**config.mk**
```make
export PLATFORM = sky130hd
export DESIGN_NAME = boost_seq
export DESIGN_NICKNAME = d
export VERILOG_FILES = /design/src/rtl/boost_seq_pkg.sv /design/src/rtl/boost_seq.sv
export SDC_FILE = /design/constraint.sdc
export NUM_CORES = 1
export LEC_CHECK = 0
export BUFFER_PORTS_ARGS = -buffer_cell sky130_fd_sc_hd__buf_2
export CAP_MARGIN = 20
export CORE_AREA = 2 2 114 116
export CTS_CLUSTER_DIAMETER = 30
export CTS_CLUSTER_SIZE = 8
export DETAILED_ROUTE_END_ITERATION = 16
export DIE_AREA = 0 0 116 118
export PLACE_DENSITY = 0.7
export SETUP_SLACK_MARGIN = 0.02
export SYNTH_ARGS = -nofsm -noshare
export SYNTH_HDL_FRONTEND = slang
export SYNTH_SLANG_ARGS = --single-unit
```
**constraint.sdc**
```tcl
create_clock -name pclk -period 3.65 [get_ports pclk]
set_input_delay 0.73 -clock pclk [delete_from_list [all_inputs] [get_ports pclk]]
set_output_delay 0.73 -clock pclk [all_outputs]
set_load 0.01 [all_outputs]
```
**src/rtl/boost_seq_pkg.sv**
```systemverilog
// constants, types and register layout for the boost start-up and fault sequencer
// assumes a 250 MHz pclk and analogue comparators feeding one-bit sense flags
// Behaviour
// - pre-charge 500mA, raise to 2000mA after 750us
// - fault if target missed after 1.5ms more
// - auto start-up uses reduced limit below preset
// - pre-charge throttles at 110C, restores 10C lower
// - enable low, force low: shutdown, pass on
// - enable low, force high: clamp, block reverse
// - enable high, force low: limited pass-through
// - both high: auto boost or pass-through
// - restart falling edge: discharge, then start-up or forced-pass wait
// - lockout disables registers and output stage
// - 160C shuts all switches until cooled, except in shutdown
// - fault on start-up, regulation loss, overtemperature
// - fault stops stage, waits 1ms, retries
// - optional low pulse on open-drain fault pin
// - power good after successful start-up
// - power good drops on droop or 115C
// - any fault clears power good
// - power good high in forced pass, shutdown
// - bypass overcurrent in auto run or forced pass declares fault and restarts
// - valley limit extends boost off-time
// - valley threshold set by configuration register
// - forced pass waits for output below input
package boost_seq_pkg;
  // clock and times, each in its own unit
  localparam int CLK_PERIOD_PS  = 4000;
  localparam int PRE_LOW_US     = 750;
  localparam int PRE_HIGH_US    = 1500;
  localparam int RETRY_US       = 1000;
  localparam int MODE_SKEW_NS   = 60;
  localparam int FAULT_PULSE_NS = 1000;
  // longest times round down, least times round up
  localparam int PRE_LOW_CYC     = PRE_LOW_US * 1000000 / CLK_PERIOD_PS;
  localparam int PRE_HIGH_CYC    = PRE_HIGH_US * 1000000 / CLK_PERIOD_PS;
  localparam int RETRY_CYC       = (RETRY_US * 1000000 + CLK_PERIOD_PS - 1) / CLK_PERIOD_PS;
  localparam int MODE_SKEW_CYC   = (MODE_SKEW_NS * 1000 + CLK_PERIOD_PS - 1) / CLK_PERIOD_PS;
  localparam int FAULT_PULSE_CYC = (FAULT_PULSE_NS * 1000 + CLK_PERIOD_PS - 1) / CLK_PERIOD_PS;
  localparam int TMR_W           = 21;
  localparam int PULSE_W         = 9;
  localparam int SKEW_W          = 5;
  // apb map
  localparam int             ADDR_W     = 8;
  localparam logic [7:0]     CTRL_OFS   = 8'h00;
  localparam logic [7:0]     STATUS_OFS = 8'h04;
  localparam logic [7:0]     FAULT_OFS  = 8'h08;
  localparam int             CTRL_PULSE_BIT = 0;
  localparam int             CTRL_FULL_BIT  = 1;
  localparam int             VALLEY_LSB     = 4;
  localparam int             VALLEY_W       = 4;
  localparam logic [3:0]     VALLEY_RESET   = 4'h8;
  localparam int             STAT_PG_BIT    = 9;
  localparam int             STAT_PIN_BIT   = 10;
  // sticky fault causes
  localparam int FLT_TIMEOUT = 0;
  localparam int FLT_REGLOSS = 1;
  localparam int FLT_THERMAL = 2;
  localparam int FLT_BYPASS  = 3;
  localparam int FLT_W       = 4;
  // accepted mode codes {enable, pass_through_force_n}
  localparam logic [1:0] MODE_AUTO   = 2'h3;
  localparam logic [1:0] MODE_FORCED = 2'h2;
  localparam int ST_W = 9;
  typedef enum logic [ST_W-1:0] {
    ST_LOCKOUT   = 9'h001,
    ST_SHUTDOWN  = 9'h002,
    ST_PRECHARGE = 9'h004,
    ST_STARTUP   = 9'h008,
    ST_AUTO_RUN  = 9'h010,
    ST_FPT_WAIT  = 9'h020,
    ST_FPT       = 9'h040,
    ST_DISCHARGE = 9'h080,
    ST_FAULT     = 9'h100
  } state_e;
  // comparator flags from the analogue side
  typedef struct packed {
    logic vout_at_vin;
    logic vout_below_preset;
    logic precharge_reg_lost;
    logic vout_below_pg;
    logic vout_discharged;
    logic vout_below_vin;
    logic vin_above_target;
    logic die_above_110;
    logic die_above_115;
    logic die_below_100;
    logic die_above_160;
    logic undervoltage_lockout;
    logic bypass_over_limit;
    logic valley_over_limit;
  } sense_s;
  // power stage controls
  typedef struct packed {
    logic                precharge_on;
    logic                precharge_high;
    logic                precharge_throttle;
    logic                startup_limit_low;
    logic                boost_on;
    logic                bypass_on;
    logic                bypass_limit_on;
    logic                reverse_block;
    logic                min_level_clamp;
    logic                discharge_on;
    logic                off_time_extend;
    logic [VALLEY_W-1:0] valley_code;
  } stage_s;
endpackage

```
**src/rtl/boost_seq.sv**
```systemverilog
// start-up, mode and fault sequencer with an apb control slave
// assumes pins and comparator flags are asynchronous to pclk
`timescale 1ns/10ps
module boost_seq #(
  parameter int unsigned PRE_LOW_CYCLES  = boost_seq_pkg::PRE_LOW_CYC,
  parameter int unsigned PRE_HIGH_CYCLES = boost_seq_pkg::PRE_HIGH_CYC,
  parameter int unsigned RETRY_CYCLES    = boost_seq_pkg::RETRY_CYC
) (
  input  wire logic                             pclk,
  input  wire logic                             presetn,
  input  wire logic                             psel,
  input  wire logic                             penable,
  input  wire logic                             pwrite,
  input  wire logic [boost_seq_pkg::ADDR_W-1:0] paddr,
  input  wire logic [31:0]                      pwdata,
  output logic      [31:0]                      prdata,
  output logic                                  pready,
  output logic                                  pslverr,
  input  wire logic                             enable,
  input  wire logic                             pass_through_force_n,
  input  wire logic                             output_restart_n,
  input  wire logic                             fault_flag_n_i,
  output logic                                  fault_flag_n_o,
  output logic                                  fault_flag_oe_n,
  input  wire boost_seq_pkg::sense_s            sense,
  output boost_seq_pkg::stage_s                 stage,
  output logic                                  power_good
);
  import boost_seq_pkg::*;

  localparam int SYNC_W = 4 + $bits(sense_s);
  localparam logic [TMR_W-1:0] PRE_LOW_T   = TMR_W'(PRE_LOW_CYCLES);
  localparam logic [TMR_W-1:0] PRE_TOTAL_T = TMR_W'(PRE_LOW_CYCLES + PRE_HIGH_CYCLES);
  localparam logic [TMR_W-1:0] PRE_HIGH_T  = TMR_W'(PRE_HIGH_CYCLES);
  localparam logic [TMR_W-1:0] RETRY_T     = TMR_W'(RETRY_CYCLES);
  localparam logic [SKEW_W-1:0] SKEW_T     = SKEW_W'(MODE_SKEW_CYC);
  localparam logic [PULSE_W-1:0] PULSE_T   = PULSE_W'(FAULT_PULSE_CYC);

  // refuse zero counts and pre-charge totals the timer cannot hold
  if (PRE_LOW_CYCLES < 1 || PRE_HIGH_CYCLES < 1 || RETRY_CYCLES < 1 ||
      PRE_LOW_CYCLES + PRE_HIGH_CYCLES >= (1 << TMR_W)) begin : g_bad_counts
    $error("timing counts out of range");
  end

  logic [SYNC_W-1:0]  sync1;         // first stage, read only by sync2
  logic [SYNC_W-1:0]  sync2;         // safe copy
  sense_s             s;             // synchronised flags
  logic               en_s;
  logic               ptf_s;
  logic               rst_s;
  logic               pin_s;
  logic               rst_prev;      // restart pin, one cycle late
  logic               restart_fall;
  logic [1:0]         raw_mode;
  logic [1:0]         mode_q;        // accepted mode
  logic [SKEW_W-1:0]  skew_cnt;
  state_e             state;
  state_e             next_state;
  logic [TMR_W-1:0]   tmr;           // time in current state
  logic [FLT_W-1:0]   fault_evt;
  logic [FLT_W-1:0]   fault_cause;   // sticky, write one to clear
  logic               throttle;      // pre-charge thermal hysteresis
  logic               pg_hot;        // power good thermal hysteresis
  logic [PULSE_W-1:0] pulse_cnt;
  logic [31:0]        ctrl;
  stage_s             next_stage;
  logic               next_pg;

  always_ff @(posedge pclk or negedge presetn)
  begin
    if (!presetn)
    begin
      sync1 <= '0;
      sync2 <= '0;
    end
    else
    begin
      sync1 <= {enable, pass_through_force_n, output_restart_n, fault_flag_n_i, sense};
      sync2 <= sync1;
    end
  end

  assign {en_s, ptf_s, rst_s, pin_s} = sync2[SYNC_W-1 -: 4];
  assign s            = sync2[$bits(sense_s)-1:0];
  assign raw_mode     = {en_s, ptf_s};
  assign restart_fall = rst_prev & ~rst_s;

  always_ff @(posedge pclk or negedge presetn)
  begin
    if (!presetn)
    begin
      mode_q   <= 2'h0;
      skew_cnt <= '0;
      rst_prev <= 1'b0;
    end
    else
    begin
      rst_prev <= rst_s;
      if (raw_mode == mode_q)
        skew_cnt <= '0;
      else if (skew_cnt == SKEW_T - 1'b1)
      begin
        mode_q   <= raw_mode;
        skew_cnt <= '0;
      end
      else
        skew_cnt <= skew_cnt + 1'b1;
    end
  end

  // next state and fault causes
  always_comb
  begin
    next_state = state;
    fault_evt  = '0;
    case (state)
      ST_LOCKOUT:
        next_state = ST_SHUTDOWN;
      ST_SHUTDOWN:
      begin
        if (mode_q == MODE_AUTO)
          next_state = ST_PRECHARGE;
        else if (mode_q == MODE_FORCED)
          next_state = ST_FPT_WAIT;
      end
      ST_PRECHARGE:
      begin
        if (mode_q != MODE_AUTO)
          next_state = ST_SHUTDOWN;
        else if (restart_fall)
          next_state = ST_DISCHARGE;
        else if (s.precharge_reg_lost)
          fault_evt[FLT_REGLOSS] = 1'b1;
        else if (s.vout_at_vin)
          next_state = ST_STARTUP;
        else if (tmr == PRE_TOTAL_T - 1'b1)
          fault_evt[FLT_TIMEOUT] = 1'b1;
      end
      ST_STARTUP:
      begin
        if (mode_q != MODE_AUTO)
          next_state = ST_SHUTDOWN;
        else if (restart_fall)
          next_state = ST_DISCHARGE;
        else if (!s.vout_below_preset)
          next_state = ST_AUTO_RUN;
        else if (tmr == PRE_HIGH_T - 1'b1)
          fault_evt[FLT_TIMEOUT] = 1'b1;
      end
      ST_AUTO_RUN, ST_FPT:
      begin
        if (mode_q != (state == ST_FPT ? MODE_FORCED : MODE_AUTO))
          next_state = ST_SHUTDOWN;
        else if (restart_fall)
          next_state = ST_DISCHARGE;
        else if (stage.bypass_on && s.bypass_over_limit)
          fault_evt[FLT_BYPASS] = 1'b1;
      end
      ST_FPT_WAIT:
      begin
        if (mode_q != MODE_FORCED)
          next_state = ST_SHUTDOWN;
        else if (restart_fall)
          next_state = ST_DISCHARGE;
        else if (s.vout_below_vin)
          next_state = ST_FPT;
      end
      ST_DISCHARGE:
      begin
        if (s.vout_discharged)
          next_state = ST_SHUTDOWN;
      end
      ST_FAULT:
      begin
        if (tmr >= RETRY_T - 1'b1 && !s.die_above_160)
          next_state = ST_SHUTDOWN;
      end
      default:
        next_state = ST_LOCKOUT;
    endcase
    if (s.die_above_160 && state != ST_LOCKOUT && state != ST_SHUTDOWN)
      fault_evt[FLT_THERMAL] = (state != ST_FAULT);
    if (fault_evt != '0)
      next_state = ST_FAULT;
    if (s.die_above_160 && state == ST_FAULT)
      next_state = ST_FAULT;
    if (s.undervoltage_lockout)
    begin
      next_state = ST_LOCKOUT;
      fault_evt  = '0;
    end
  end

  // state register and shared timer
  always_ff @(posedge pclk or negedge presetn)
  begin
    if (!presetn)
    begin
      state <= ST_LOCKOUT;
      tmr   <= '0;
    end
    else
    begin
      state <= next_state;
      if (next_state != state)
        tmr <= '0;
      else if (tmr != '1)
        tmr <= tmr + 1'b1;
    end
  end

  // thermal hysteresis flags, set wins over clear
  always_ff @(posedge pclk or negedge presetn)
  begin
    if (!presetn)
    begin
      throttle <= 1'b0;
      pg_hot   <= 1'b0;
    end
    else
    begin
      // throttle band 110C down to 100C
      throttle <= s.die_above_110 | (throttle & ~s.die_below_100);
      // power good band 115C down to 100C
      pg_hot   <= s.die_above_115 | (pg_hot & ~s.die_below_100);
    end
  end

  // stage controls from current state
  always_comb
  begin
    next_stage = '0;
    next_stage.precharge_on       = (state == ST_PRECHARGE);
    next_stage.precharge_high     = (state == ST_PRECHARGE) && (tmr >= PRE_LOW_T);
    next_stage.precharge_throttle = (state == ST_PRECHARGE) && throttle;
    next_stage.startup_limit_low  = (state == ST_STARTUP) && s.vout_below_preset &&
                                    !ctrl[CTRL_FULL_BIT];
    next_stage.boost_on           = (state == ST_STARTUP) ||
                                    ((state == ST_AUTO_RUN) && !s.vin_above_target);
    // pass path on in low-draw shutdown
    next_stage.bypass_on          = ((state == ST_SHUTDOWN) && !mode_q[0]) ||
                                    (state == ST_FPT) ||
                                    ((state == ST_AUTO_RUN) && s.vin_above_target);
    next_stage.bypass_limit_on    = (state == ST_FPT) ||
                                    ((state == ST_AUTO_RUN) && s.vin_above_target);
    next_stage.min_level_clamp    = (state == ST_SHUTDOWN) && mode_q[0];
    next_stage.reverse_block      = ((state == ST_SHUTDOWN) && mode_q[0]) ||
                                    (state == ST_FPT_WAIT);
    next_stage.discharge_on       = (state == ST_DISCHARGE);
    next_stage.off_time_extend    = next_stage.boost_on && s.valley_over_limit;
    next_stage.valley_code        = ctrl[VALLEY_LSB +: VALLEY_W];
  end

  // forced pass and shutdown hold it high
  assign next_pg = (state == ST_SHUTDOWN) || (state == ST_FPT_WAIT) || (state == ST_FPT) ||
                   ((state == ST_AUTO_RUN) && !s.vout_below_pg && !pg_hot);

  // registered stage and power good
  always_ff @(posedge pclk or negedge presetn)
  begin
    if (!presetn)
    begin
      stage      <= '0;
      power_good <= 1'b0;
    end
    else
    begin
      stage      <= next_stage;
      power_good <= next_pg;
    end
  end

  always_ff @(posedge pclk or negedge presetn)
  begin
    if (!presetn)
      pulse_cnt <= '0;
    else if (fault_evt != '0 && ctrl[CTRL_PULSE_BIT])
      pulse_cnt <= PULSE_T;
    else if (pulse_cnt != '0)
      pulse_cnt <= pulse_cnt - 1'b1;
  end

  assign fault_flag_n_o  = 1'b0;
  assign fault_flag_oe_n = (pulse_cnt == '0);

  // apb decode, zero wait states
  wire acc      = psel & penable;
  wire hit_ctrl = (paddr == CTRL_OFS);
  wire hit_stat = (paddr == STATUS_OFS);
  wire hit_flt  = (paddr == FAULT_OFS);
  wire hit      = hit_ctrl | hit_stat | hit_flt;
  wire wr_ok    = acc & pwrite & hit & ~s.undervoltage_lockout;
  wire [FLT_W-1:0] flt_clr = (wr_ok & hit_flt) ? pwdata[FLT_W-1:0] : '0;
  wire [31:0] rd_mux = hit_ctrl ? ctrl :
                       hit_stat ? {21'h0, pin_s, power_good, state} :
                       hit_flt  ? {28'h0, fault_cause} : 32'h0;

  assign pready  = 1'b1;
  assign pslverr = acc & ~hit;

  // registers; read data latched in setup
  always_ff @(posedge pclk or negedge presetn)
  begin
    if (!presetn)
    begin
      ctrl        <= {24'h0, VALLEY_RESET, 4'h0};
      fault_cause <= '0;
      prdata      <= 32'h0;
    end
    else
    begin
      if (wr_ok && hit_ctrl)
        ctrl <= {24'h0, pwdata[VALLEY_LSB +: VALLEY_W], 2'h0, pwdata[CTRL_FULL_BIT:0]};
      // new cause beats a clear in the same cycle
      fault_cause <= (fault_cause & ~flt_clr) | fault_evt;
      if (psel && !penable)
        prdata <= rd_mux;
    end
  end
endmodule

```
; ---- Word level (Yosys, flattened, before mapping)
; Cells that the tools add are included.
[totals]
in_bits = 63
ff_bits = 143
out_inout_bits = 52
word_cells = 169
[classes]
add_sub_neg = 3
eq_ne = 25
order_cmp = 2
mux = 49
n_reduce_logical = 43
n_bitwise = 21
[op_table]
columns = operator, count
row1 = 9-bit two-way mux, 21
row2 = 9-bit case mux with 8 select lines, 1
row3 = 21-bit by 18-bit greater-or-equal comparator with 1-bit output (second input constant), 2
row4 = 21-bit two-way mux, 2
row5 = 11-bit two-way mux, 2
row6 = 21-bit by 1-bit adder with 21-bit output (second input constant), 1
row7 = 21-bit by 19-bit equality test with 1-bit output (second input constant), 1
row8 = 21-bit by 20-bit equality test with 1-bit output (second input constant), 1
row9 = 21-bit != test (second input constant), 1
row10 = 1-bit logical AND, 19
row11 = 1-bit two-way mux, 15
row12 = 4-bit two-way mux, 3
row13 = 5-bit two-way mux, 2
row14 = 1-bit bitwise AND, 9
row15 = 9-bit by 1-bit equality test with 1-bit output (second input constant), 1
row16 = 9-bit by 2-bit equality test with 1-bit output (second input constant), 1
row17 = 9-bit by 3-bit equality test with 1-bit output (second input constant), 1
row18 = 9-bit by 4-bit equality test with 1-bit output (second input constant), 1
row19 = 9-bit by 5-bit equality test with 1-bit output (second input constant), 1
row20 = 9-bit by 6-bit equality test with 1-bit output (second input constant), 1
row21 = 9-bit by 7-bit equality test with 1-bit output (second input constant), 1
row22 = 9-bit by 8-bit equality test with 1-bit output (second input constant), 1
row23 = 9-bit equality test (second input constant), 1
row24 = 9-bit logical NOT, 1
row25 = 28 further kinds, 53

; ---- Longest topological paths before layout
[logic_depth]
ltp_word = 13
depth_mapped = 11

; ---- Worst setup path after synthesis
; No wires, ideal clock.
[synth_timing]
kind = reg2out
start = register pulse_cnt[5]
end = output fault_flag_oe_n
path_slack_ns = 1.036
t_arrival_ns = 1.884
path_stages_with_launch = 4
n_path_buf = 0
t_required_ns = 2.920
cell_sequence = dfrtp_1 or4_1 or4b_2 nor2_1
[synth_via]
elab_chain_cells = 1
[synth_lines]
columns = element, line_no
row1 = from (decl), boost_seq.sv:64  ; logic [PULSE_W-1:0] pulse_cnt;
row2 = from (signal assigned), boost_seq.sv:280  ; pulse_cnt <= pulse_cnt - 1'b1;
row3 = 9-bit logical NOT, boost_seq.sv:284  ; assign fault_flag_oe_n = (pulse_cnt == '0);
row4 = to (decl), boost_seq.sv:24  ; output logic fault_flag_oe_n,
; Every way passes these cells.

; ---- Final worst setup path
; Same ends and word-level chain as after synthesis.

==> metrics.md <==
| Metric | Value |
|---|---|
| Die height | 118 µm |
| Post-synth EDFFs | 0 |
| Hpwl dp | 9.39 mm |
| Cell Area, Synth | 0.00616 mm² |
| Post-CTS Setup Bufs | 0 |
| CTS tree | built |
| Clock slew at reported path FFs | 60 ps |
| First-pass DRT Iterations | 7 |
| IO Port Bufs | 67 |
| First-pass GRT wire length | 22.5 mm |
| CTS Hold Buffers Added | 0 |
| Final setup violating endpoints | 0 |
| Outcome | finished, final reports clean |
| Syn-to-layout area delta | 15.6% |
| ANT nets after route | 0 |
| Post-synthesis sequential area ratio | 0.496 |
| Peak Freq | 0.305 GHz |
| Syn Inst Count | 585 |
| Power Density | 602 mW/mm² |
| CP Launch Type | register |
| Synth Register Bits | 122 |
| Worst setup margin | 374 ps |
| Clock Latency Late Sink | 420 ps |
| Cts bufs inserted | 17 |
| Vias | 4732 |
| GP Congestion | 0.873 |
| Worst min path class | reg2reg |
| Max-slew violations | 0 |
| Clock Path Buffers | 2 |
| Largest net degree at the start of global routing | 123 |
| Gr usage total | 0.210 |
| CTS H-tree lvls | 4 |
| Worst Path Max Fanout | 6 |
| Num ports | 115 |
| Final routed DRC violation total | 0 |
| Vias in the first global route | 4556 |
| Antenna fix cells | 0 |
| Max-Cap Viols | 0 |
| Fraction of layout instances using a drive strength above 1 | 0.246 |
| Leak | 0.00322 µW |
| Fin crit period | 3280 ps |
| Post-Place Worst Slack | 538 ps |
| Cell Rows | 41 |
| Synth warn | 0 |
| Post-cts sizing count | 0 |
| RSZ-0062 raised after global routing | no |
| Crit Path Class | reg2out |
| TNS Setup | 0 ps |
| Final hold viol count | 0 |
| Die Width | 116 µm |
| Die area | 0.0137 mm² |
| CTS Sinks | 122 |
| Data arrival, critical path | 2550 ps |
| Core area | 0.0124 mm² |
| Clock root cell | clkbuf_16 |
| WL final | 13.5 mm |
| Vias per inst | 5.69 |
| Syn Area/Cell | 10.5 µm² |
| R2r setup slk | 490 ps |
| Netlist cell types | 77 |
| GR Overflow Total | 0 |
| Critical Path RT | 2920 ps |
| Peak supply drop | 0.334 mV |
| Main synth FF type | dfrtp_1 |
| Initial antenna violation count | 0 |
| Period utilization | 0.898 |
| Starting DRT DRC Count | 491 |
| Net count, final | 714 |
| Worst Setup End Kind | output port |
| Slew margin rel. | 0.258 |
| Wire length per cell | 16.3 µm |
| Setup Skew | 5.40 ps |
| Ys async rst share | 1.00 |
| Initial core utilization | 0.496 |
| Least-Margin Pin Slew | 1100 ps |
-- worst max-delay path, cell delays in order, from the launching register on --
cell and delay [ps]:
dfrtp_1 400, or4_1 540, or4b_2 660, nor2_1 320, buf_2 210
-- metrics by stage --
stage	power (µW)	util	cells	cell area [µm²]	hold WS (ps)
floorplan	2390	-	606	6240	331
global placement	2570	0.525	799	6510	333
detailed placement	2610	0.525	799	6510	335
CTS	4320	0.573	831	7120	349
global route	4500	0.573	831	7120	350
finish	4280	0.573	831	7120	347
-- power breakdown --
group / switching (µW) / internal [µW]
combinational: 588 / 366
sequential: 158 / 1480
clock: 659 / 1030
total: 1400 / 2880
-- cells in the final DEF, fill, tap and decap left out, drive strengths merged, types with 12 or more instances in the layout --
master,netlist,layout
nand2,55,55
xor2,12,12
a21oi,18,18
xnor2,18,18
nor2,37,37
nor2b,12,12
clkbuf,14,17
dfrtp,120,120
conb,2,23
buf,39,74
o21ai,18,18
nor3,18,18
nor4,32,32
inv,22,31
nand3,27,27
-- sequential cells by signal, summed over array words and instances (netlist names), 6 cells and up --
register   flops
sync2         18
pulse_cnt      9
stage         15
sync1         18
prdata        11
tmr           21
ctrl           6
state          9
-- kinds of logic (layout without fill, tap and decap cells) --
logic type | Yosys count | after routing | synth area share
AOI/OAI and AO/OA | 94 | 94 | 0.114
xor gates and xnor gates | 30 | 30 | 0.0427
adders and majority gates | 5 | 5 | 0.0102
buffers and inverters | 75 | 128 | 0.0689
DFF | 122 | 122 | 0.496
muxes | 9 | 9 | 0.0165
other | 2 | 23 | 0.00122
and+or+nand+nor | 248 | 248 | 0.250
-- layout make-up --
cell class                      instances  area (µm²)
Clock buffer                           17         425
Clock inverter                         15         178
Fill cell                            1050        5300
Inverter                               22        82.6
Multi-Input combinational cell        409        2760
Sequential cell                       122        3060
Tap cell                              172         215
Timing Repair Buffer                   74         403
-- path summary, 6_finish.rpt --
kind,start,end,cells past startpoint
min in group asynchronous,presetn,skew_cnt[1]$_DFF_PN0_,2
worst min register to register,sync1[11]$_DFF_PN0_,sync2[11]$_DFF_PN0_,0
max in group asynchronous,presetn,tmr[11]$_DFFE_PN0P_,2
worst max register to register,state[6]$_DFF_PN0_,tmr[10]$_DFFE_PN0P_,8
worst min-delay path,sync1[11]$_DFF_PN0_,sync2[11]$_DFF_PN0_,0
worst max-delay path,pulse_cnt[5]$_DFFE_PN0P_,fault_flag_oe_n,4
-- synthesized netlist by cell type (14+ instances only) --
library cell	n	area (µm²)
nand3_1	22	110
nor3_1	15	75.1
nor4_1	14	87.6
dfrtp_1	120	3000
clkbuf_1	14	52.6
xnor2_1	18	158
a21oi_1	18	90.1
nor2_1	37	139
nand2_1	54	203
inv_1	22	82.6
buf_4	25	188
nor4_2	17	213
-- per-layer routing --
metal	vias to the layer above	part of all wire	track usage
li1	2191	-	-
met1	2319	0.44	0.289
met2	197	0.47	0.309
met3	25	0.070	0.0510
met4	0	0.022	0.103
met5	-	0	0
No activity file was read; power rests on OpenSTA's default activity.
